$ cat src/core/mec_pkg.sv
// Constants shared by the instruction execution core.
// Assumes a 16-bit program word and a byte-wide data space.
package mec_pkg;
   localparam int PC_W = 10;
   localparam logic [9:0] RESET_PC = 10'h000;
   // Word classes in bits 15:14
   localparam logic [1:0] CLS_BIT = 2'h2;
   localparam logic [1:0] CLS_BR = 2'h3;
   // Bit operation kinds in bits 13:12
   localparam logic [1:0] BK_CLR = 2'h0;
   localparam logic [1:0] BK_SET = 2'h1;
   localparam logic [1:0] BK_SZ = 2'h2;
   localparam logic [1:0] BK_SNZ = 2'h3;
   localparam logic [1:0] LAST_PAGE = 2'h3;
   // General opcodes in bits 15:8
   localparam logic [7:0] OP_NOP = 8'h00;
   localparam logic [7:0] OP_MOV_AM = 8'h01;
   localparam logic [7:0] OP_MOV_MA = 8'h02;
   localparam logic [7:0] OP_MOV_AX = 8'h03;
   localparam logic [7:0] OP_ADD_AM = 8'h04;
   localparam logic [7:0] OP_ADDM = 8'h05;
   localparam logic [7:0] OP_ADD_AX = 8'h06;
   localparam logic [7:0] OP_ADC_AM = 8'h07;
   localparam logic [7:0] OP_ADCM = 8'h08;
   localparam logic [7:0] OP_AND_AM = 8'h09;
   localparam logic [7:0] OP_ANDM = 8'h0a;
   localparam logic [7:0] OP_AND_AX = 8'h0b;
   localparam logic [7:0] OP_CPL = 8'h0c;
   localparam logic [7:0] OP_SZ = 8'h0d;
   localparam logic [7:0] OP_SZA = 8'h0e;
   localparam logic [7:0] OP_SIZ = 8'h0f;
   localparam logic [7:0] OP_SDZ = 8'h10;
   localparam logic [7:0] OP_SIZA = 8'h11;
   localparam logic [7:0] OP_SDZA = 8'h12;
   localparam logic [7:0] OP_RET = 8'h13;
   localparam logic [7:0] OP_RET_AX = 8'h14;
   localparam logic [7:0] OP_RETURN_FROM_INTERRUPT = 8'h15;
   localparam logic [7:0] OP_TABLE_READ_CURRENT = 8'h16;
   localparam logic [7:0] OP_TABLE_READ_LAST_PAGE = 8'h17;
   localparam logic [7:0] OP_CLR_M = 8'h18;
   localparam logic [7:0] OP_SET_M = 8'h19;
   localparam logic [7:0] OP_SWAP = 8'h1a;
   localparam logic [7:0] OP_SWAPA = 8'h1b;
   localparam logic [7:0] OP_CLRWDT = 8'h1c;
   localparam logic [7:0] OP_WDT_A = 8'h1d;
   localparam logic [7:0] OP_WDT_B = 8'h1e;
   localparam logic [7:0] OP_HALT = 8'h1f;
   // Data space
   localparam logic [7:0] A_TBLP = 8'h05;
   localparam logic [7:0] A_PCL = 8'h06;
   localparam logic [7:0] A_TABLE_HIGH_REG = 8'h07;
   localparam logic [7:0] A_STATUS = 8'h0a;
   localparam logic [7:0] A_INTC = 8'h0b;
   localparam logic [2:0] RAM_SEL = 3'h1;
   localparam int RAM_DEPTH = 32;
   // Status bits
   localparam int F_C = 0;
   localparam int F_AC = 1;
   localparam int F_Z = 2;
   localparam int F_OV = 3;
   // Bus registers
   localparam logic [3:0] R_CTRL = 4'h0;
   localparam logic [3:0] R_STAT = 4'h4;
   localparam logic [3:0] R_PC = 4'h8;
   localparam logic CTRL_RUN_RST = 1'b1;
   localparam logic [1:0] PRE_NONE = 2'h0;
   localparam logic [1:0] PRE_A = 2'h1;
   localparam logic [1:0] PRE_B = 2'h2;
   typedef enum logic [1:0] {ST_EXEC, ST_BUBBLE, ST_TABLE, ST_HALT} mec_state_t;
endpackage

$ cat src/core/mec_core.sv
// Instruction execution core: fetch, decode, execute, table read, watchdog clear.
// Assumes a program memory that returns the word at prog_addr_out in the same cycle.
// Functional notes
// RL1: Moves between memory, accumulator and immediate take one cycle, flags unchanged.
// RL2: Bit clear and bit set force one indexed bit, others kept.
// RL3: Call pushes next address then jumps; two cycles.
// RL4: Skips take two cycles when skipping, one otherwise.
// RL5: Skip on zero byte, zero bit or set bit; byte test may load accumulator.
// RL6: Increment or decrement, skip on zero result; variants write accumulator.
// RL7: Returns reload program counter from stack in two cycles.
// RL8: Interrupt return also sets master interrupt enable.
// RL9: Table reads fill high register and memory byte; two cycles.
// RL10: Writing program counter low byte costs two cycles.
// RL11: Clear byte writes zero, set byte writes ones; one cycle.
// RL12: Plain watchdog clear resets watchdog, timeout and power-down flags.
// RL13: Pre-clear pair acts only when the two alternate consecutively.
// RL14: Nibble swap in place or into accumulator, flags unchanged.
// RL15: Power-down takes one cycle, touching only timeout and power-down flags.
// RL16: Power-down stops execution, clears watchdog, sets power-down, clears timeout.
// RL17: Add and add-with-carry update overflow, zero, aux carry and carry.
// RL18: Memory forms of add write the sum back to memory.
// RL19: AND with memory or immediate, result to accumulator or memory, zero flag.
// RL20: Complement inverts the byte in place, zero flag only.
// RL21: Zero, carry from bit 7, aux carry from bit 3, signed overflow.
// RL22: No-operation takes one cycle and changes nothing.
//
// The Avalon-MM slave port and the register offsets were chosen for this implementation.
`timescale 1ns/10ps
module mec_core (
   input wire logic clk_in,
   input wire logic reset_in,
   input wire logic [15:0] prog_data_in,
   input wire logic wdt_timeout_in,
   input wire logic wake_in,
   input wire logic [3:0] avs_address_in,
   input wire logic avs_read_in,
   input wire logic avs_write_in,
   input wire logic [31:0] avs_writedata_in,
   output logic [31:0] avs_readdata_out,
   output logic avs_waitrequest_out,
   output logic [9:0] prog_addr_out,
   output logic wdt_clear_out,
   output logic halted_out,
   output logic master_irq_enable_out,
   output logic timeout_flag_out,
   output logic powerdown_flag_out
);
   mec_pkg::mec_state_t state;
   logic run;
   logic [9:0] pc;
   logic [9:0] stack_pc;
   logic [7:0] accumulator;
   logic [7:0] table_high_reg;
   logic [7:0] table_ptr;
   logic [7:0] tbl_dest;
   logic [3:0] flags;
   logic [1:0] pre_last;
   logic [7:0] ram [mec_pkg::RAM_DEPTH];
   logic exec;
   logic is_bit;
   logic is_br;
   logic gen;
   logic [7:0] opc;
   logic [7:0] opd;
   logic [2:0] bidx;
   logic [1:0] bkind;
   logic [7:0] mval;
   logic [7:0] addb;
   logic cin;
   logic [8:0] sum;
   logic [4:0] lsum;
   logic [3:0] arith_fl;
   logic [7:0] next_acc;
   logic [7:0] dm_wdata;
   logic [7:0] res;
   logic [3:0] next_fl;
   logic [9:0] next_pc;
   logic dm_we;
   logic fl_we;
   logic z_we;
   logic skip;
   logic extra;
   logic push;
   logic emi_set;
   logic wdt_plain;
   logic pre_a;
   logic pre_b;
   logic halt_go;
   logic tbl_go;
   logic tbl_last;
   logic pair_ok;
   logic clr_all;
   logic wen;
   logic [7:0] waddr;
   logic [7:0] wdata;
   logic bus_go;

   assign exec = run && (state == mec_pkg::ST_EXEC);
   assign opc = prog_data_in[15:8];
   assign opd = prog_data_in[7:0];
   assign bidx = prog_data_in[10:8];
   assign bkind = prog_data_in[13:12];
   assign is_bit = prog_data_in[15:14] == mec_pkg::CLS_BIT;
   assign is_br = prog_data_in[15:14] == mec_pkg::CLS_BR;
   assign gen = !is_bit && !is_br;

   // Operand read from the data space
   always_comb begin
      mval = 8'h00;
      if (opd[7:5] == mec_pkg::RAM_SEL) begin
         mval = ram[opd[4:0]];
      end else begin
         case (opd)
            mec_pkg::A_PCL: mval = pc[7:0];
            mec_pkg::A_TABLE_HIGH_REG: mval = table_high_reg;
            mec_pkg::A_TBLP: mval = table_ptr;
            mec_pkg::A_STATUS: mval = {2'h0, timeout_flag_out, powerdown_flag_out, flags};
            mec_pkg::A_INTC: mval = {7'h00, master_irq_enable_out};
            default: mval = 8'h00;
         endcase
      end
   end

   // Adder and its flags
   always_comb begin
      addb = (opc == mec_pkg::OP_ADD_AX || opc == mec_pkg::OP_AND_AX) ? opd : mval;
      cin = (opc == mec_pkg::OP_ADC_AM || opc == mec_pkg::OP_ADCM) && flags[mec_pkg::F_C];
      sum = {1'b0, accumulator} + {1'b0, addb} + {8'h00, cin};
      lsum = {1'b0, accumulator[3:0]} + {1'b0, addb[3:0]} + {4'h0, cin};
      arith_fl = flags;
      arith_fl[mec_pkg::F_C] = sum[8]; // see RL21
      arith_fl[mec_pkg::F_AC] = lsum[4];
      arith_fl[mec_pkg::F_Z] = sum[7:0] == 8'h00;
      arith_fl[mec_pkg::F_OV] = (accumulator[7] == addb[7]) && (sum[7] != accumulator[7]);
   end

   // Decode and execute
   always_comb begin
      next_acc = accumulator;
      dm_we = 1'b0;
      dm_wdata = mval;
      res = 8'h00;
      fl_we = 1'b0;
      z_we = 1'b0;
      skip = 1'b0;
      extra = 1'b0;
      next_pc = pc + 10'h001;
      push = 1'b0;
      emi_set = 1'b0;
      wdt_plain = 1'b0;
      pre_a = 1'b0;
      pre_b = 1'b0;
      halt_go = 1'b0;
      tbl_go = 1'b0;
      tbl_last = 1'b0;
      if (is_br) begin
         next_pc = prog_data_in[9:0]; // see RL3
         extra = 1'b1;
         push = prog_data_in[13];
      end else if (is_bit) begin
         case (bkind)
            mec_pkg::BK_CLR: begin
               dm_we = 1'b1;
               dm_wdata = mval & ~(8'h01 << bidx); // see RL2
            end
            mec_pkg::BK_SET: begin
               dm_we = 1'b1;
               dm_wdata = mval | (8'h01 << bidx); // see RL2
            end
            mec_pkg::BK_SZ: skip = !mval[bidx]; // see RL5
            default: skip = mval[bidx];
         endcase
      end else begin
         case (opc)
            mec_pkg::OP_MOV_AM: next_acc = mval; // see RL1
            mec_pkg::OP_MOV_MA: begin
               dm_we = 1'b1;
               dm_wdata = accumulator; // see RL1
            end
            mec_pkg::OP_MOV_AX: next_acc = opd;
            mec_pkg::OP_ADD_AM, mec_pkg::OP_ADD_AX, mec_pkg::OP_ADC_AM: begin
               next_acc = sum[7:0]; // see RL17
               fl_we = 1'b1;
            end
            mec_pkg::OP_ADDM, mec_pkg::OP_ADCM: begin
               dm_we = 1'b1;
               dm_wdata = sum[7:0]; // see RL18
               fl_we = 1'b1;
            end
            mec_pkg::OP_AND_AM, mec_pkg::OP_AND_AX: begin
               res = accumulator & addb; // see RL19
               next_acc = res;
               z_we = 1'b1;
            end
            mec_pkg::OP_ANDM: begin
               res = accumulator & mval;
               dm_we = 1'b1;
               dm_wdata = res;
               z_we = 1'b1;
            end
            mec_pkg::OP_CPL: begin
               res = ~mval; // see RL20
               dm_we = 1'b1;
               dm_wdata = res;
               z_we = 1'b1;
            end
            mec_pkg::OP_SZ: skip = mval == 8'h00; // see RL5
            mec_pkg::OP_SZA: begin
               next_acc = mval;
               skip = mval == 8'h00;
            end
            mec_pkg::OP_SIZ, mec_pkg::OP_SIZA: begin
               res = mval + 8'h01; // see RL6
               skip = res == 8'h00;
               dm_we = opc == mec_pkg::OP_SIZ;
               dm_wdata = res;
               if (opc == mec_pkg::OP_SIZA) next_acc = res;
            end
            mec_pkg::OP_SDZ, mec_pkg::OP_SDZA: begin
               res = mval - 8'h01; // see RL6
               skip = res == 8'h00;
               dm_we = opc == mec_pkg::OP_SDZ;
               dm_wdata = res;
               if (opc == mec_pkg::OP_SDZA) next_acc = res;
            end
            mec_pkg::OP_RET, mec_pkg::OP_RET_AX, mec_pkg::OP_RETURN_FROM_INTERRUPT: begin
               next_pc = stack_pc; // see RL7
               extra = 1'b1;
               if (opc == mec_pkg::OP_RET_AX) next_acc = opd;
               emi_set = opc == mec_pkg::OP_RETURN_FROM_INTERRUPT; // see RL8
            end
            mec_pkg::OP_TABLE_READ_CURRENT: tbl_go = 1'b1; // see RL9
            mec_pkg::OP_TABLE_READ_LAST_PAGE: begin
               tbl_go = 1'b1;
               tbl_last = 1'b1;
            end
            mec_pkg::OP_CLR_M: begin
               dm_we = 1'b1;
               dm_wdata = 8'h00; // see RL11
            end
            mec_pkg::OP_SET_M: begin
               dm_we = 1'b1;
               dm_wdata = 8'hff; // see RL11
            end
            mec_pkg::OP_SWAP: begin
               dm_we = 1'b1;
               dm_wdata = {mval[3:0], mval[7:4]}; // see RL14
            end
            mec_pkg::OP_SWAPA: next_acc = {mval[3:0], mval[7:4]};
            mec_pkg::OP_CLRWDT: wdt_plain = 1'b1;
            mec_pkg::OP_WDT_A: pre_a = 1'b1;
            mec_pkg::OP_WDT_B: pre_b = 1'b1;
            mec_pkg::OP_HALT: halt_go = 1'b1; // see RL15
            default: ; // see RL22
         endcase
      end
      next_fl = fl_we ? arith_fl : flags;
      if (z_we) next_fl[mec_pkg::F_Z] = res == 8'h00; // see RL21
      if (dm_we && opd == mec_pkg::A_PCL) begin
         next_pc = {pc[9:8], dm_wdata}; // see RL10
         extra = 1'b1;
      end
      if (skip) begin
         next_pc = pc + 10'h002; // see RL4
         extra = 1'b1;
      end
   end

   // Common data write port for execute and table cycles
   always_comb begin
      wen = exec && dm_we;
      waddr = opd;
      wdata = dm_wdata;
      if (run && state == mec_pkg::ST_TABLE) begin
         wen = 1'b1;
         waddr = tbl_dest;
         wdata = prog_data_in[7:0];
      end
   end

   always_ff @(posedge clk_in) begin
      if (wen && waddr[7:5] == mec_pkg::RAM_SEL) ram[waddr[4:0]] <= wdata;
   end

   // Sequencer
   always_ff @(posedge clk_in or posedge reset_in) begin
      if (reset_in) begin
         state <= mec_pkg::ST_EXEC;
         pc <= mec_pkg::RESET_PC;
         prog_addr_out <= mec_pkg::RESET_PC;
         tbl_dest <= 8'h00;
      end else if (run) begin
         case (state)
            mec_pkg::ST_EXEC: begin
               pc <= next_pc;
               if (tbl_go) begin
                  prog_addr_out <= {tbl_last ? mec_pkg::LAST_PAGE : pc[9:8], table_ptr}; // see RL9
                  tbl_dest <= opd;
                  state <= mec_pkg::ST_TABLE;
               end else begin
                  prog_addr_out <= next_pc;
                  if (halt_go) state <= mec_pkg::ST_HALT; // see RL16
                  else if (extra) state <= mec_pkg::ST_BUBBLE; // see RL4
               end
            end
            mec_pkg::ST_BUBBLE: state <= mec_pkg::ST_EXEC;
            mec_pkg::ST_TABLE: begin
               prog_addr_out <= pc;
               state <= mec_pkg::ST_EXEC;
            end
            mec_pkg::ST_HALT: if (wake_in) state <= mec_pkg::ST_EXEC;
            default: state <= mec_pkg::ST_EXEC;
         endcase
      end
   end

   always_ff @(posedge clk_in or posedge reset_in) begin
      if (reset_in) halted_out <= 1'b0;
      else if (exec && halt_go) halted_out <= 1'b1;
      else if (run && state == mec_pkg::ST_HALT && wake_in) halted_out <= 1'b0;
   end

   always_ff @(posedge clk_in or posedge reset_in) begin
      if (reset_in) accumulator <= 8'h00;
      else if (exec) accumulator <= next_acc;
   end

   always_ff @(posedge clk_in or posedge reset_in) begin
      if (reset_in) flags <= 4'h0;
      else if (exec && (fl_we || z_we)) flags <= next_fl;
      else if (wen && waddr == mec_pkg::A_STATUS) flags <= wdata[3:0];
   end

   always_ff @(posedge clk_in or posedge reset_in) begin
      if (reset_in) stack_pc <= mec_pkg::RESET_PC;
      else if (exec && push) stack_pc <= pc + 10'h001; // see RL3
   end

   always_ff @(posedge clk_in or posedge reset_in) begin
      if (reset_in) begin
         table_high_reg <= 8'h00;
         table_ptr <= 8'h00;
      end else begin
         if (run && state == mec_pkg::ST_TABLE) table_high_reg <= prog_data_in[15:8]; // see RL9
         else if (wen && waddr == mec_pkg::A_TABLE_HIGH_REG) table_high_reg <= wdata;
         if (wen && waddr == mec_pkg::A_TBLP) table_ptr <= wdata;
      end
   end

   always_ff @(posedge clk_in or posedge reset_in) begin
      if (reset_in) master_irq_enable_out <= 1'b0;
      else if (exec && emi_set) master_irq_enable_out <= 1'b1; // see RL8
      else if (wen && waddr == mec_pkg::A_INTC) master_irq_enable_out <= wdata[0];
   end

   // Watchdog clear and pairing of the pre-clears
   assign pair_ok = (pre_a && pre_last == mec_pkg::PRE_B) || (pre_b && pre_last == mec_pkg::PRE_A); // see RL13
   assign clr_all = exec && (wdt_plain || pair_ok); // see RL12

   always_ff @(posedge clk_in or posedge reset_in) begin
      if (reset_in) pre_last <= mec_pkg::PRE_NONE;
      else if (exec) begin
         if (pre_a && !pair_ok) pre_last <= mec_pkg::PRE_A;
         else if (pre_b && !pair_ok) pre_last <= mec_pkg::PRE_B;
         else pre_last <= mec_pkg::PRE_NONE; // see RL13
      end
   end

   always_ff @(posedge clk_in or posedge reset_in) begin
      if (reset_in) begin
         wdt_clear_out <= 1'b0;
         timeout_flag_out <= 1'b0;
         powerdown_flag_out <= 1'b0;
      end else begin
         wdt_clear_out <= clr_all || (exec && halt_go); // see RL16
         if (wdt_timeout_in) timeout_flag_out <= 1'b1;
         else if (clr_all || (exec && halt_go)) timeout_flag_out <= 1'b0; // see RL12
         if (exec && halt_go) powerdown_flag_out <= 1'b1; // see RL16
         else if (clr_all) powerdown_flag_out <= 1'b0;
      end
   end

   // Avalon-MM slave, one wait cycle per access
   assign bus_go = (avs_read_in || avs_write_in) && !avs_waitrequest_out;

   always_ff @(posedge clk_in or posedge reset_in) begin
      if (reset_in) begin
         avs_waitrequest_out <= 1'b1;
         avs_readdata_out <= 32'h00000000;
      end else if (bus_go) begin
         avs_waitrequest_out <= 1'b1;
      end else if (avs_read_in || avs_write_in) begin
         avs_waitrequest_out <= 1'b0;
         case (avs_address_in)
            mec_pkg::R_CTRL: avs_readdata_out <= {31'h00000000, run};
            mec_pkg::R_STAT: avs_readdata_out <= {16'h0000, master_irq_enable_out, halted_out,
               timeout_flag_out, powerdown_flag_out, flags, accumulator};
            mec_pkg::R_PC: avs_readdata_out <= {22'h000000, pc};
            default: avs_readdata_out <= 32'h00000000;
         endcase
      end
   end

   always_ff @(posedge clk_in or posedge reset_in) begin
      if (reset_in) run <= mec_pkg::CTRL_RUN_RST;
      else if (bus_go && avs_write_in && avs_address_in == mec_pkg::R_CTRL) run <= avs_writedata_in[0];
   end
endmodule

$ cat config.mk
export PLATFORM = sky130hd
export DESIGN_NAME = mec_core
export DESIGN_NICKNAME = d
export VERILOG_FILES = /design/src/core/mec_pkg.sv /design/src/core/mec_core.sv
export SDC_FILE = /design/constraint.sdc
export NUM_CORES = 1
export LEC_CHECK = 0
export ABC_AREA = 1
export BUFFER_PORTS_ARGS = -buffer_cell sky130_fd_sc_hd__clkbuf_2
export CAP_MARGIN = 5
export CORE_MARGIN = 2
export CORE_UTILIZATION = 35
export DETAILED_ROUTE_END_ITERATION = 10
export PLACE_DENSITY = 0.59
export SLEW_MARGIN = 20
export SYNTH_ARGS = -nofsm -noshare
export SYNTH_HDL_FRONTEND = slang
export SYNTH_SLANG_ARGS = --single-unit
$ cat constraint.sdc
create_clock -name clk_in -period 4.9 [get_ports clk_in]
set_input_delay 0.245 -clock clk_in [delete_from_list [all_inputs] [get_ports clk_in]]
set_output_delay 0.245 -clock clk_in [all_outputs]
set_load 0.1 [all_outputs]
==> results of run 1 <==
## power groups by stage
| stage | clock network [W] | logic [W] | registers (W) |
|---|---|---|---|
| final | 0.00289 | 0.00228 | 0.00367 |
| after global routing | 0.00308 | 0.00248 | 0.00369 |
| after CTS | 0.00296 | 0.00228 | 0.00366 |
| after detailed placement | 0 | 0.00227 | 0.00372 |
| after global placement | 0 | 0.00225 | 0.00371 |
| after floorplan | 0 | 0.00124 | 0.00403 |
## cell type report
| type | instances | area, um2 |
|---|---|---|
| clock inverter | 18 | 140 |
| inverter | 279 | 1060 |
| clock buffer | 57 | 1110 |
| tap | 696 | 871 |
| timing repair buffer | 188 | 1390 |
| sequential | 349 | 10000 |
| fill | 5446 | 31800 |
| multi-input combinational | 1504 | 7220 |
## worst max path at each step
stage                    to  slack, ns  cells after the start
3_5_place_dp   table_ptr[6]       0.13                     31
3_3_place_gp   table_ptr[6]       0.12                     31
6_report       table_ptr[6]       0.56                     28
2_1_floorplan     ram[0][6]       0.24                     29
5_1_grt        table_ptr[6]       0.06                     30
4_1_cts        table_ptr[6]       0.53                     26
## worst register-to-register path, delay by kind of cell, from the launching register on
kind,cells,cell delay (ns)
AO/OA/AOI/OAI,8,1.20
flip-flops,1,0.33
buffers and inverters,2,0.31
adder cells (fa/ha/maj),2,0.85
AND/OR/NAND/NOR,15,1.35
XOR/XNOR,1,0.22
## cells in the final DEF, fill, tap and decap left out, types with 5 or more instances in the layout
| cell type | n |
|---|---|
| sky130_fd_sc_hd__nor2_1 | 201 |
| sky130_fd_sc_hd__o21ai_2 | 6 |
| sky130_fd_sc_hd__buf_12 | 8 |
| sky130_fd_sc_hd__ha_1 | 16 |
| sky130_fd_sc_hd__clkbuf_1 | 15 |
| sky130_fd_sc_hd__clkinv_1 | 11 |
| sky130_fd_sc_hd__xor2_1 | 18 |
| sky130_fd_sc_hd__nand2_1 | 648 |
| sky130_fd_sc_hd__nand2_4 | 6 |
| sky130_fd_sc_hd__a31oi_1 | 16 |
| sky130_fd_sc_hd__nand4_1 | 19 |
| sky130_fd_sc_hd__nor3_1 | 22 |
| sky130_fd_sc_hd__buf_4 | 115 |
| sky130_fd_sc_hd__clkinv_2 | 5 |
| sky130_fd_sc_hd__dfrtp_1 | 90 |
| sky130_fd_sc_hd__nor4_1 | 7 |
| sky130_fd_sc_hd__nor2_2 | 5 |
| sky130_fd_sc_hd__a21oi_1 | 80 |
| sky130_fd_sc_hd__nand2_2 | 18 |
| sky130_fd_sc_hd__inv_2 | 11 |
| sky130_fd_sc_hd__o211ai_1 | 22 |
| sky130_fd_sc_hd__dlygate4sd3_1 | 8 |
| sky130_fd_sc_hd__a22oi_1 | 10 |
| sky130_fd_sc_hd__o21ai_0 | 134 |
| sky130_fd_sc_hd__clkbuf_16 | 42 |
| sky130_fd_sc_hd__nand3_2 | 7 |
| sky130_fd_sc_hd__clkbuf_2 | 57 |
| sky130_fd_sc_hd__conb_1 | 16 |
| sky130_fd_sc_hd__edfxtp_1 | 256 |
| sky130_fd_sc_hd__o21ai_1 | 14 |
| sky130_fd_sc_hd__a21oi_2 | 11 |
| sky130_fd_sc_hd__o22ai_1 | 20 |
| sky130_fd_sc_hd__inv_1 | 261 |
| sky130_fd_sc_hd__nand3_1 | 145 |
| sky130_fd_sc_hd__or2_2 | 6 |
| sky130_fd_sc_hd__a211oi_1 | 5 |
| sky130_fd_sc_hd__o221ai_1 | 6 |
## kinds of logic (layout without fill, tap and decap cells)
| kind of cell | count (synthesis) | in the layout |
|---|---|---|
| DFF | 349 | 349 |
| AOI/OAI and AO/OA | 349 | 349 |
| xor gates and xnor gates | 19 | 19 |
| adders and majority gates | 18 | 18 |
| other | 1 | 16 |
| and+or+nand+nor | 1102 | 1102 |
| buffers and inverters | 377 | 542 |
## per-layer routing
metal	global-route usage, %	routed length [um]	share of wire, %
met1	31.4	28400	44
met2	38.5	30500	47
met3	2.60	3520	5.5
met4	7.48	1760	2.7
met5	0	0	0
## metrics by stage
| step | worst slack [ns] | std cells |
|---|---|---|
| 5_1_grt | 0.0583 | 3091 |
| 6_report | 0.558 | 3091 |
| 3_3_place_gp | 0.124 | 3008 |
| 3_5_place_dp | 0.134 | 3008 |
| 4_1_cts | 0.531 | 3091 |
| 2_1_floorplan | 0.244 | 2230 |
## repair_timing
item | CTS | global route
endpoints found under the hold margin | 50 | 0
setup endpoints to repair | 0 | 0
hold buffers | 8 | 0
==> results.txt, run 1 <==
The length of the first detailed-routing pass in iterations was 5; the share of the clock period used by the worst path after layout was 88.6%. Actual transition at the worst max-transition pin: 0.867 ns. After the first detailed-routing iteration, the DRC count stood at 1,377. The tightest min-delay check is of the input port to register type. Dividing the detail-routed wire length by the instance count gives 20.8 um. The number of distinct standard cells referenced by the synthesized netlist was 63; the synthesized cell area was 18,900 um2. By area the synthesized netlist is led by sky130_fd_sc_hd__edfxtp_1 41%, sky130_fd_sc_hd__nand2_1 13%, sky130_fd_sc_hd__dfrtp_1 12%. The clock edge transition at the registers on the reported setup and hold paths is 0.06 ns. For hold timing, the worst endpoint is table_high_reg[6]. The number of instances resized during post-cts repair was 0. The flip-flop count of the largest register, all copies and words added came out at 256. Across the VDD grid, the largest voltage drop is 258 uV. At the worst endpoint, the required time is 5.39 ns. The power density over cell area came out at 405 nW/um2.

Pin placement for this block handled 106 I/O pins. The switching power share of the total came out at 35.9%. The via count of the first global-routing pass was 15,400. The detail route stage leaves a number of antenna-violating nets equal to 0. sky130_fd_sc_hd__nand2_1 is the most common cell in the netlist. After synthesis, the largest family of logic cells by area is simple AND/OR/NAND/NOR gates. The largest driver fanout on the critical path is 21, and the synthesis-to-layout area growth is 15.5%.

In this run the worst setup path begins at ram[24][0]. In this run, CTS created clock tree buffers numbering 41. The xor/xnor cell area share of the yosys netlist is 0.882%.

Type of element capturing the critical path: a register. Total power for the finished layout comes to 0.00884 W. The CTS root buffer was sky130_fd_sc_hd__clkbuf_16. The latest clock arrival within the worst-skew pair was 0.58 ns; the hold violation total from the final report was 0. The clock drives 349 sinks. In the synthesized netlist the async set-or-reset flop fraction comes to 26.6%.

Combinational cells account for 25.8% of the total power. The proportion of layout cells with a drive suffix above 1 came out at 13.4%. The synthesized design contains 349 register bits. For the finished layout, the period the worst path requires is 4.34 ns.

For the number of instances in the synthesized netlist, the log shows 2,215. The largest total area in the synthesized netlist belongs to sky130_fd_sc_hd__edfxtp_1. The core region is 53,600 um2. The port buffer count was 58; the final setup violation count was 0. The global route total overflow was 0. The worst max-slew margin expressed relative to the limit is 42.0%, and the cell area after placement is 20,500 um2. Based on the critical path, the design can be clocked at up to 230 MHz. For the final routed database, the setup TNS stands at 0 ns. Yosys printed 0 warnings.

The tools report the capturing point of the worst reg2reg path as table_ptr[6]. The logs give 0 for the count of maximum capacitance violations and 0.0856 ns for the worst hold margin. Antenna diode instance count: 0.

The post-detailed-route DRC marker count came out at 0. For this configuration, the core starts out at a cell density of 35.2%. Wire length of the first global-routing pass: 97,600 um. TritonCTS built the clock tree. The prevailing post-synth register cell is sky130_fd_sc_hd__edfxtp_1. The largest individual stage delay along the critical path comes from the cell sky130_fd_sc_hd__fa_1. Measured along the y axis, the die boundary spans 236 um.

The share of power burned in registers is 41.5%. After the last flow step, the layout net total stands at 2,439. The clock tree synthesis step divided the H-tree into 2 levels. The share of the Yosys chip area taken by registers is 53.1%. Measured along the x axis, the die boundary spans 236 um. Summed over all nets, the half-perimeter wirelength after detailed placement is 45,800 um.

The simple-gate area share of the yosys netlist is 24.9%, and the power spent charging and discharging nets is 0.00318 W. Global routing used 23.1% of the available tracks across all layers. Cell depth of the worst min-delay path: 3.

The clock arrives with 0.0209 ns of skew. The area of all placed cells without fillers was 21,800 um2. The die covers 55,800 um2. The critical path startpoint category was a register. The logic depth of the worst register-to-register path came out at 28.

The final weighted congestion in routability-driven placement is 0.949. The clock network is responsible for 32.7% of the overall power. The initial antenna violation count was 0; the standard-cell row count was 85.

The critical path contains buffers and inverters numbering 2 combined. The tools report the share of the core filled with cells in the final layout as 40.7%. Count of flip-flops with a built-in enable after synthesis: 256. The flow ran to the end, and the final reports show no timing, DRC or antenna violations.

The post-synthesis adder-cell area fraction came out at 1.27%. In this run the most critical hold path is launched from prog_data_in[14]. The run gives 0 as the total count of max-transition violations in the final report. Measured against the total synthesized area, the mux share comes to 0%. Cell occurring most often along the worst timing path: sky130_fd_sc_hd__nand2_1. The internal power of the cells totals 0.00566 W.

In this run the mean area of a mapped cell was 8.52 um2. Setup repair after global routing left no endpoint under its margin. The synthesized netlist devotes 10.8% of its cell area to compound gates. The top-area cell type share of the netlist area was 40.7%; the flop-to-flop setup slack was 0.56 ns.

The kind of cell adding the most delay to the critical path is simple AND/OR/NAND/NOR gates. Sorting the synthesized cells by how often they occur yields 648 x sky130_fd_sc_hd__nand2_1, 262 x sky130_fd_sc_hd__inv_1, 256 x sky130_fd_sc_hd__edfxtp_1. Reg-to-reg critical path startpoint: ram[24][0].

The total routed wirelength was 64,200 um. No sink is reached through more buffers than the 3 on the longest clock path. The critical path arrival was 4.83 ns; the static power due to leakage was 9.64 nW. The total via count after detailed routing was 15,900; the post-CTS setup buffer count was 0. In this design, the stage delay of the slowest critical-path cell is 0.43 ns.

The pin count of the biggest net entering global routing was 64. The setup path with the least slack is of type register to register. After detailed routing, the number of vias per cell comes to 5.13.
No activity file was read; power rests on OpenSTA's default activity.
==> inputs of run 2 (changes only) <==
--- a/config.mk
+++ b/config.mk
@@ -5,7 +5,6 @@
 export SDC_FILE = /design/constraint.sdc
 export NUM_CORES = 1
 export LEC_CHECK = 0
-export ABC_AREA = 1
 export BUFFER_PORTS_ARGS = -buffer_cell sky130_fd_sc_hd__clkbuf_2
 export CAP_MARGIN = 5
 export CORE_MARGIN = 2
==> run 2 against run 1 <==
Effect of this change: count of clock-buffer cells in the layout down 12; setup slack lost 0.42 ns; sequential share of layout area is 0.14 points higher; critical endpoint is now prog_addr_out[1]; largest power group unchanged; total power shrank 6.5%; hold slack got worse by 0.046 ns; combinational power decreased by 13%; maximum frequency decreased by 8.9%; die area down 3.3%; critical path type unchanged.
==> results.txt, run 2 <==
The synthesis-stage register bit count was 349 (unchanged). The share of the clock period used by the worst path after layout is 97.2% (+8.6 points), and the port buffer count is 58 (unchanged). STA classifies the critical path endpoint as a register.

The wire length per cell after detailed routing came out at 24.7 um (+19%). The run finished with clean final reports. The die outline area came out at 53,900 um2 (-3.3%).

The power density over cell area came out at 380 nW/um2 (-6.2%). The number of antenna-violating nets in the routed design is 0 (unchanged), and the detailed-route vias per instance is 5.80 (+13%). The tools report the number of design-rule violations left by the first detailed-router iteration as 1,577 (+15%). The clock tree buffer depth is 3 (unchanged). The total routed wirelength is 60,300 um (-6.0%). The run gives 5.20 ns (+0.37 ns) as the critical path arrival.

The total CTS buffers was 37 (-9.8%); the final net count was 1,817 (-26%). The fraction of registers with async set/reset is 26.6% (unchanged), and the final weighted congestion in routability-driven placement is 0.973 (+2.5%). The most common cell in the synthesized netlist is sky130_fd_sc_hd__edfxtp_1.

The tools report the highest clock frequency the design can meet as 210 MHz (-8.9%). The run gives 18,200 um2 (-3.4%) as the synthesized cell area. The total instance count after detailed placement was 2,372 (-21%); the final non-filler cell total was 2,447 (-21%). For the standard-cell row count, the log shows 83 (-2.4%).

The run gives 5.34 ns (-0.05 ns) as the required time at the worst-slack endpoint. The count of flip-flops with a built-in enable after synthesis works out to 256 (unchanged). The H-tree depth was 2 (unchanged). The horizontal die dimension works out to 232 um (-1.7%).

The cell sitting at the root of the clock tree is a sky130_fd_sc_hd__clkbuf_16. sky130_fd_sc_hd__edfxtp_1 takes more of the synthesized area than any other cell. The half-perimeter wire length of the detailed placement result was 43,900 um (-4.2%). The synthesis-to-layout area growth is 19.2%.

Pin count of the biggest net entering global routing: 61 (-4.7%). The logs give 35.5% (+0.26 points) for the effective utilization at floorplan and 0 (unchanged) for the post-detailed-route DRC marker count. The clock edge transition at the registers on the reported setup and hold paths was 0.06 ns (about the same).

The total via count after detailed routing is 14,200 (-11%), and the top-area cell type share of the netlist area is 42.2% (+1.4 points). For the core footprint, the log shows 51,400 um2 (-4.1%). The top cell types in the final layout, fill and taps aside, are 256 x sky130_fd_sc_hd__edfxtp_1, 173 x sky130_fd_sc_hd__buf_4, 165 x sky130_fd_sc_hd__nand2_1, 124 x sky130_fd_sc_hd__nor2_1, 105 x sky130_fd_sc_hd__o21ai_0. The initial antenna violation count was 0 (unchanged); the hold violation total from the final report was 0 (unchanged).

The most used flip-flop cell after synthesis is sky130_fd_sc_hd__edfxtp_1. The number of instances in the synthesized netlist was 1,559 (-30%). The logs give 0.0366 ns (+0.0157 ns) for the setup skew after layout and 0 (unchanged) for the global route total overflow. The static power due to leakage is 8.13 nW (-16%), and the largest driver fanout on the critical path is 2 (-90%).

The via count of the first global-routing pass was 13,900 (-9.9%); the y dimension of the die was 232 um (-1.7%). The most frequent standard cell in the layout excluding fill and tap cells is sky130_fd_sc_hd__edfxtp_1. In the synthesized netlist, the cells that appear most often are 256 x sky130_fd_sc_hd__edfxtp_1, 165 x sky130_fd_sc_hd__nand2_1, 126 x sky130_fd_sc_hd__nor2_1. The post-route minimum period is 4.76 ns (+0.423 ns), and the total count of max-transition violations in the final report is 0 (unchanged). The critical path start-end classification was register to register. The latest clock arrival within the worst-skew pair was 0.56 ns (-0.02 ns). The tools report the Yosys warning count as 0 (unchanged).

The tools report the minimum setup slack after placement as -0.675 ns (-0.809 ns). The proportion of layout cells with a drive suffix above 1 came out at 24.7% (+11 points). STA classifies the critical path startpoint as a register. The total track usage was 22.4% (-0.67 points); the TritonCTS sink count was 349 (unchanged).

The run gives 106 (unchanged) as the boundary pin count. The count of maximum capacitance violations was 0 (unchanged). For the final setup violation count, the log shows 0 (unchanged). For the length of the first detailed-routing pass in iterations, the log shows 5 (unchanged). The mean instance size in the synthesized netlist came out at 11.7 um2 (+37%).

The worst hold path belongs to the class input port to register. The actual transition at the worst max-transition pin was 1.20 ns (+0.332 ns). The worst max-slew margin expressed relative to the limit was 19.2% (-23 points).

By area the synthesized netlist is led by sky130_fd_sc_hd__edfxtp_1 42%, sky130_fd_sc_hd__dfrtp_1 12%, sky130_fd_sc_hd__mux4_2 5.6%. The maximum resistive drop on vdd was 302 uV (+17%). For the wire length of the first global-routing pass, the log shows 90,700 um (-7.1%). The tools report the least setup slack across all paths after layout as 0.135 ns (-0.423 ns).

The flip-flop count of the largest register, all copies and words added was 256 (unchanged); the number of distinct standard cells referenced by the synthesized netlist was 90 (+43%). TritonCTS built the clock tree. The sequential share of the synthesized area was 54.9% (+1.9 points).
==> run 2: cell count changes after synthesis, moves of 16 or more <==
cell                       delta
sky130_fd_sc_hd__nand2_1    -483
sky130_fd_sc_hd__inv_1      -234
sky130_fd_sc_hd__nand3_1    -103
sky130_fd_sc_hd__nor2_1      -75
sky130_fd_sc_hd__mux2_2      +48
sky130_fd_sc_hd__clkbuf_1    +46
sky130_fd_sc_hd__mux2i_1     +45
sky130_fd_sc_hd__mux4_2      +45
sky130_fd_sc_hd__a21oi_1     -33
sky130_fd_sc_hd__o21ai_0     -26
sky130_fd_sc_hd__a211oi_1    +19
sky130_fd_sc_hd__nand2_2     -18
sky130_fd_sc_hd__xnor2_1     +16
==> run 2: what timing repair did <==
item / 4_1_cts / 5_1_grt
resized for setup: 12 / 15
hold endpoints to repair: 36 / 0
buffers inserted: 0 / 5
setup endpoints to repair: 245 / 246
hold buffers: 5 / 0
pin swaps: 1 / 12
==> run 2: layout make-up <==
| type | count | area [um2] |
|---|---|---|
| sequential | 349 | 10000 |
| timing repair buffer | 250 | 1930 |
| inverter | 32 | 123 |
| clock inverter | 19 | 191 |
| tap | 680 | 851 |
| antenna | 1 | 2.50 |
| multi-input combinational | 1071 | 7660 |
| fill | 4853 | 29700 |
| clock buffer | 45 | 956 |
==> run 2: cells by family after synthesis <==
family | Yosys count | synth area share [%]
other | 1 | 0.0206
flip-flops | 349 | 54.9
adder cells (fa/ha/maj) | 18 | 1.32
AND/OR/NAND/NOR | 485 | 12.5
XOR/XNOR | 25 | 1.20
buffers and inverters | 154 | 4.18
multiplexers | 140 | 11.3
AO/OA/AOI/OAI | 387 | 14.5
==> run 2: metal layers <==
layer	vias up	wire [um]	part of all wire (%)	track usage [%]
li1	6318	-	-	-
met1	7093	25500	42	31.0
met2	667	28300	47	36.4
met3	117	4490	7.4	3.13
met4	0	2020	3.4	6.99
met5	-	0	0	0
==> run 2: path summary, 6_finish.rpt <==
kind                       slack, ns           startpoint  depth (start not counted)                   to
min reg2reg                     0.48  avs_readdata_out[0]                          2  avs_readdata_out[0]
max reg2reg                     0.14           ram[21][0]                         21     prog_addr_out[1]
min                             0.04              wake_in                          4             state[0]
max in group asynchronous       3.39             reset_in                          4    table_high_reg[6]
max                             0.14           ram[21][0]                         21     prog_addr_out[1]
min in group asynchronous       0.26             reset_in                          3          stack_pc[7]
==> run 2: critical path, cell delays in order (launching register included) <==
cell and delay [ns]:
sky130_fd_sc_hd__edfxtp_1 0.38, sky130_fd_sc_hd__mux4_2 0.49, sky130_fd_sc_hd__mux2i_4 0.21, sky130_fd_sc_hd__a2111oi_4 0.12, sky130_fd_sc_hd__buf_4 0.15, sky130_fd_sc_hd__a2111o_1 0.33, sky130_fd_sc_hd__inv_2 0.07, sky130_fd_sc_hd__nand2_1 0.04
sky130_fd_sc_hd__o21a_1 0.13, sky130_fd_sc_hd__inv_2 0.06, sky130_fd_sc_hd__fa_2 0.22, sky130_fd_sc_hd__fa_2 0.47, sky130_fd_sc_hd__o21ai_0 0.17, sky130_fd_sc_hd__a2111oi_0 0.10, sky130_fd_sc_hd__buf_4 0.19, sky130_fd_sc_hd__nand2_1 0.06
sky130_fd_sc_hd__a21oi_1 0.07, sky130_fd_sc_hd__o21ai_0 0.60, sky130_fd_sc_hd__buf_4 0.24, sky130_fd_sc_hd__a21oi_1 0.06, sky130_fd_sc_hd__mux2_2 0.29, sky130_fd_sc_hd__o21ai_0 0.19
==> run 2: where the power goes <==
| group | switching (W) | internal (W) | leakage (nW) | total, W |
|---|---|---|---|---|
| clock | 0.00117 | 0.00151 | 0.561 | 0.00269 |
| sequential | 0.000229 | 0.00337 | 3.55 | 0.00360 |
| combinational | 0.00133 | 0.000649 | 4.02 | 0.00198 |
| total | 0.00274 | 0.00553 | 8.13 | 0.00826 |
==> run 2: through the flow <==
step                total power (W)  setup TNS [ns]  utilization (%)  hold slack (ns)  cell area (um2)
global route                0.00860          -0.262             42.3           0.0509            21700
floorplan                   0.00490               0                -            0.337            18300
detailed placement          0.00559          -80.32             39.6            0.311            20400
global placement            0.00557          -59.45             39.6            0.310            20400
finish                      0.00826               0             42.3           0.0395            21700
CTS                         0.00828               0             42.1           0.0227            21600
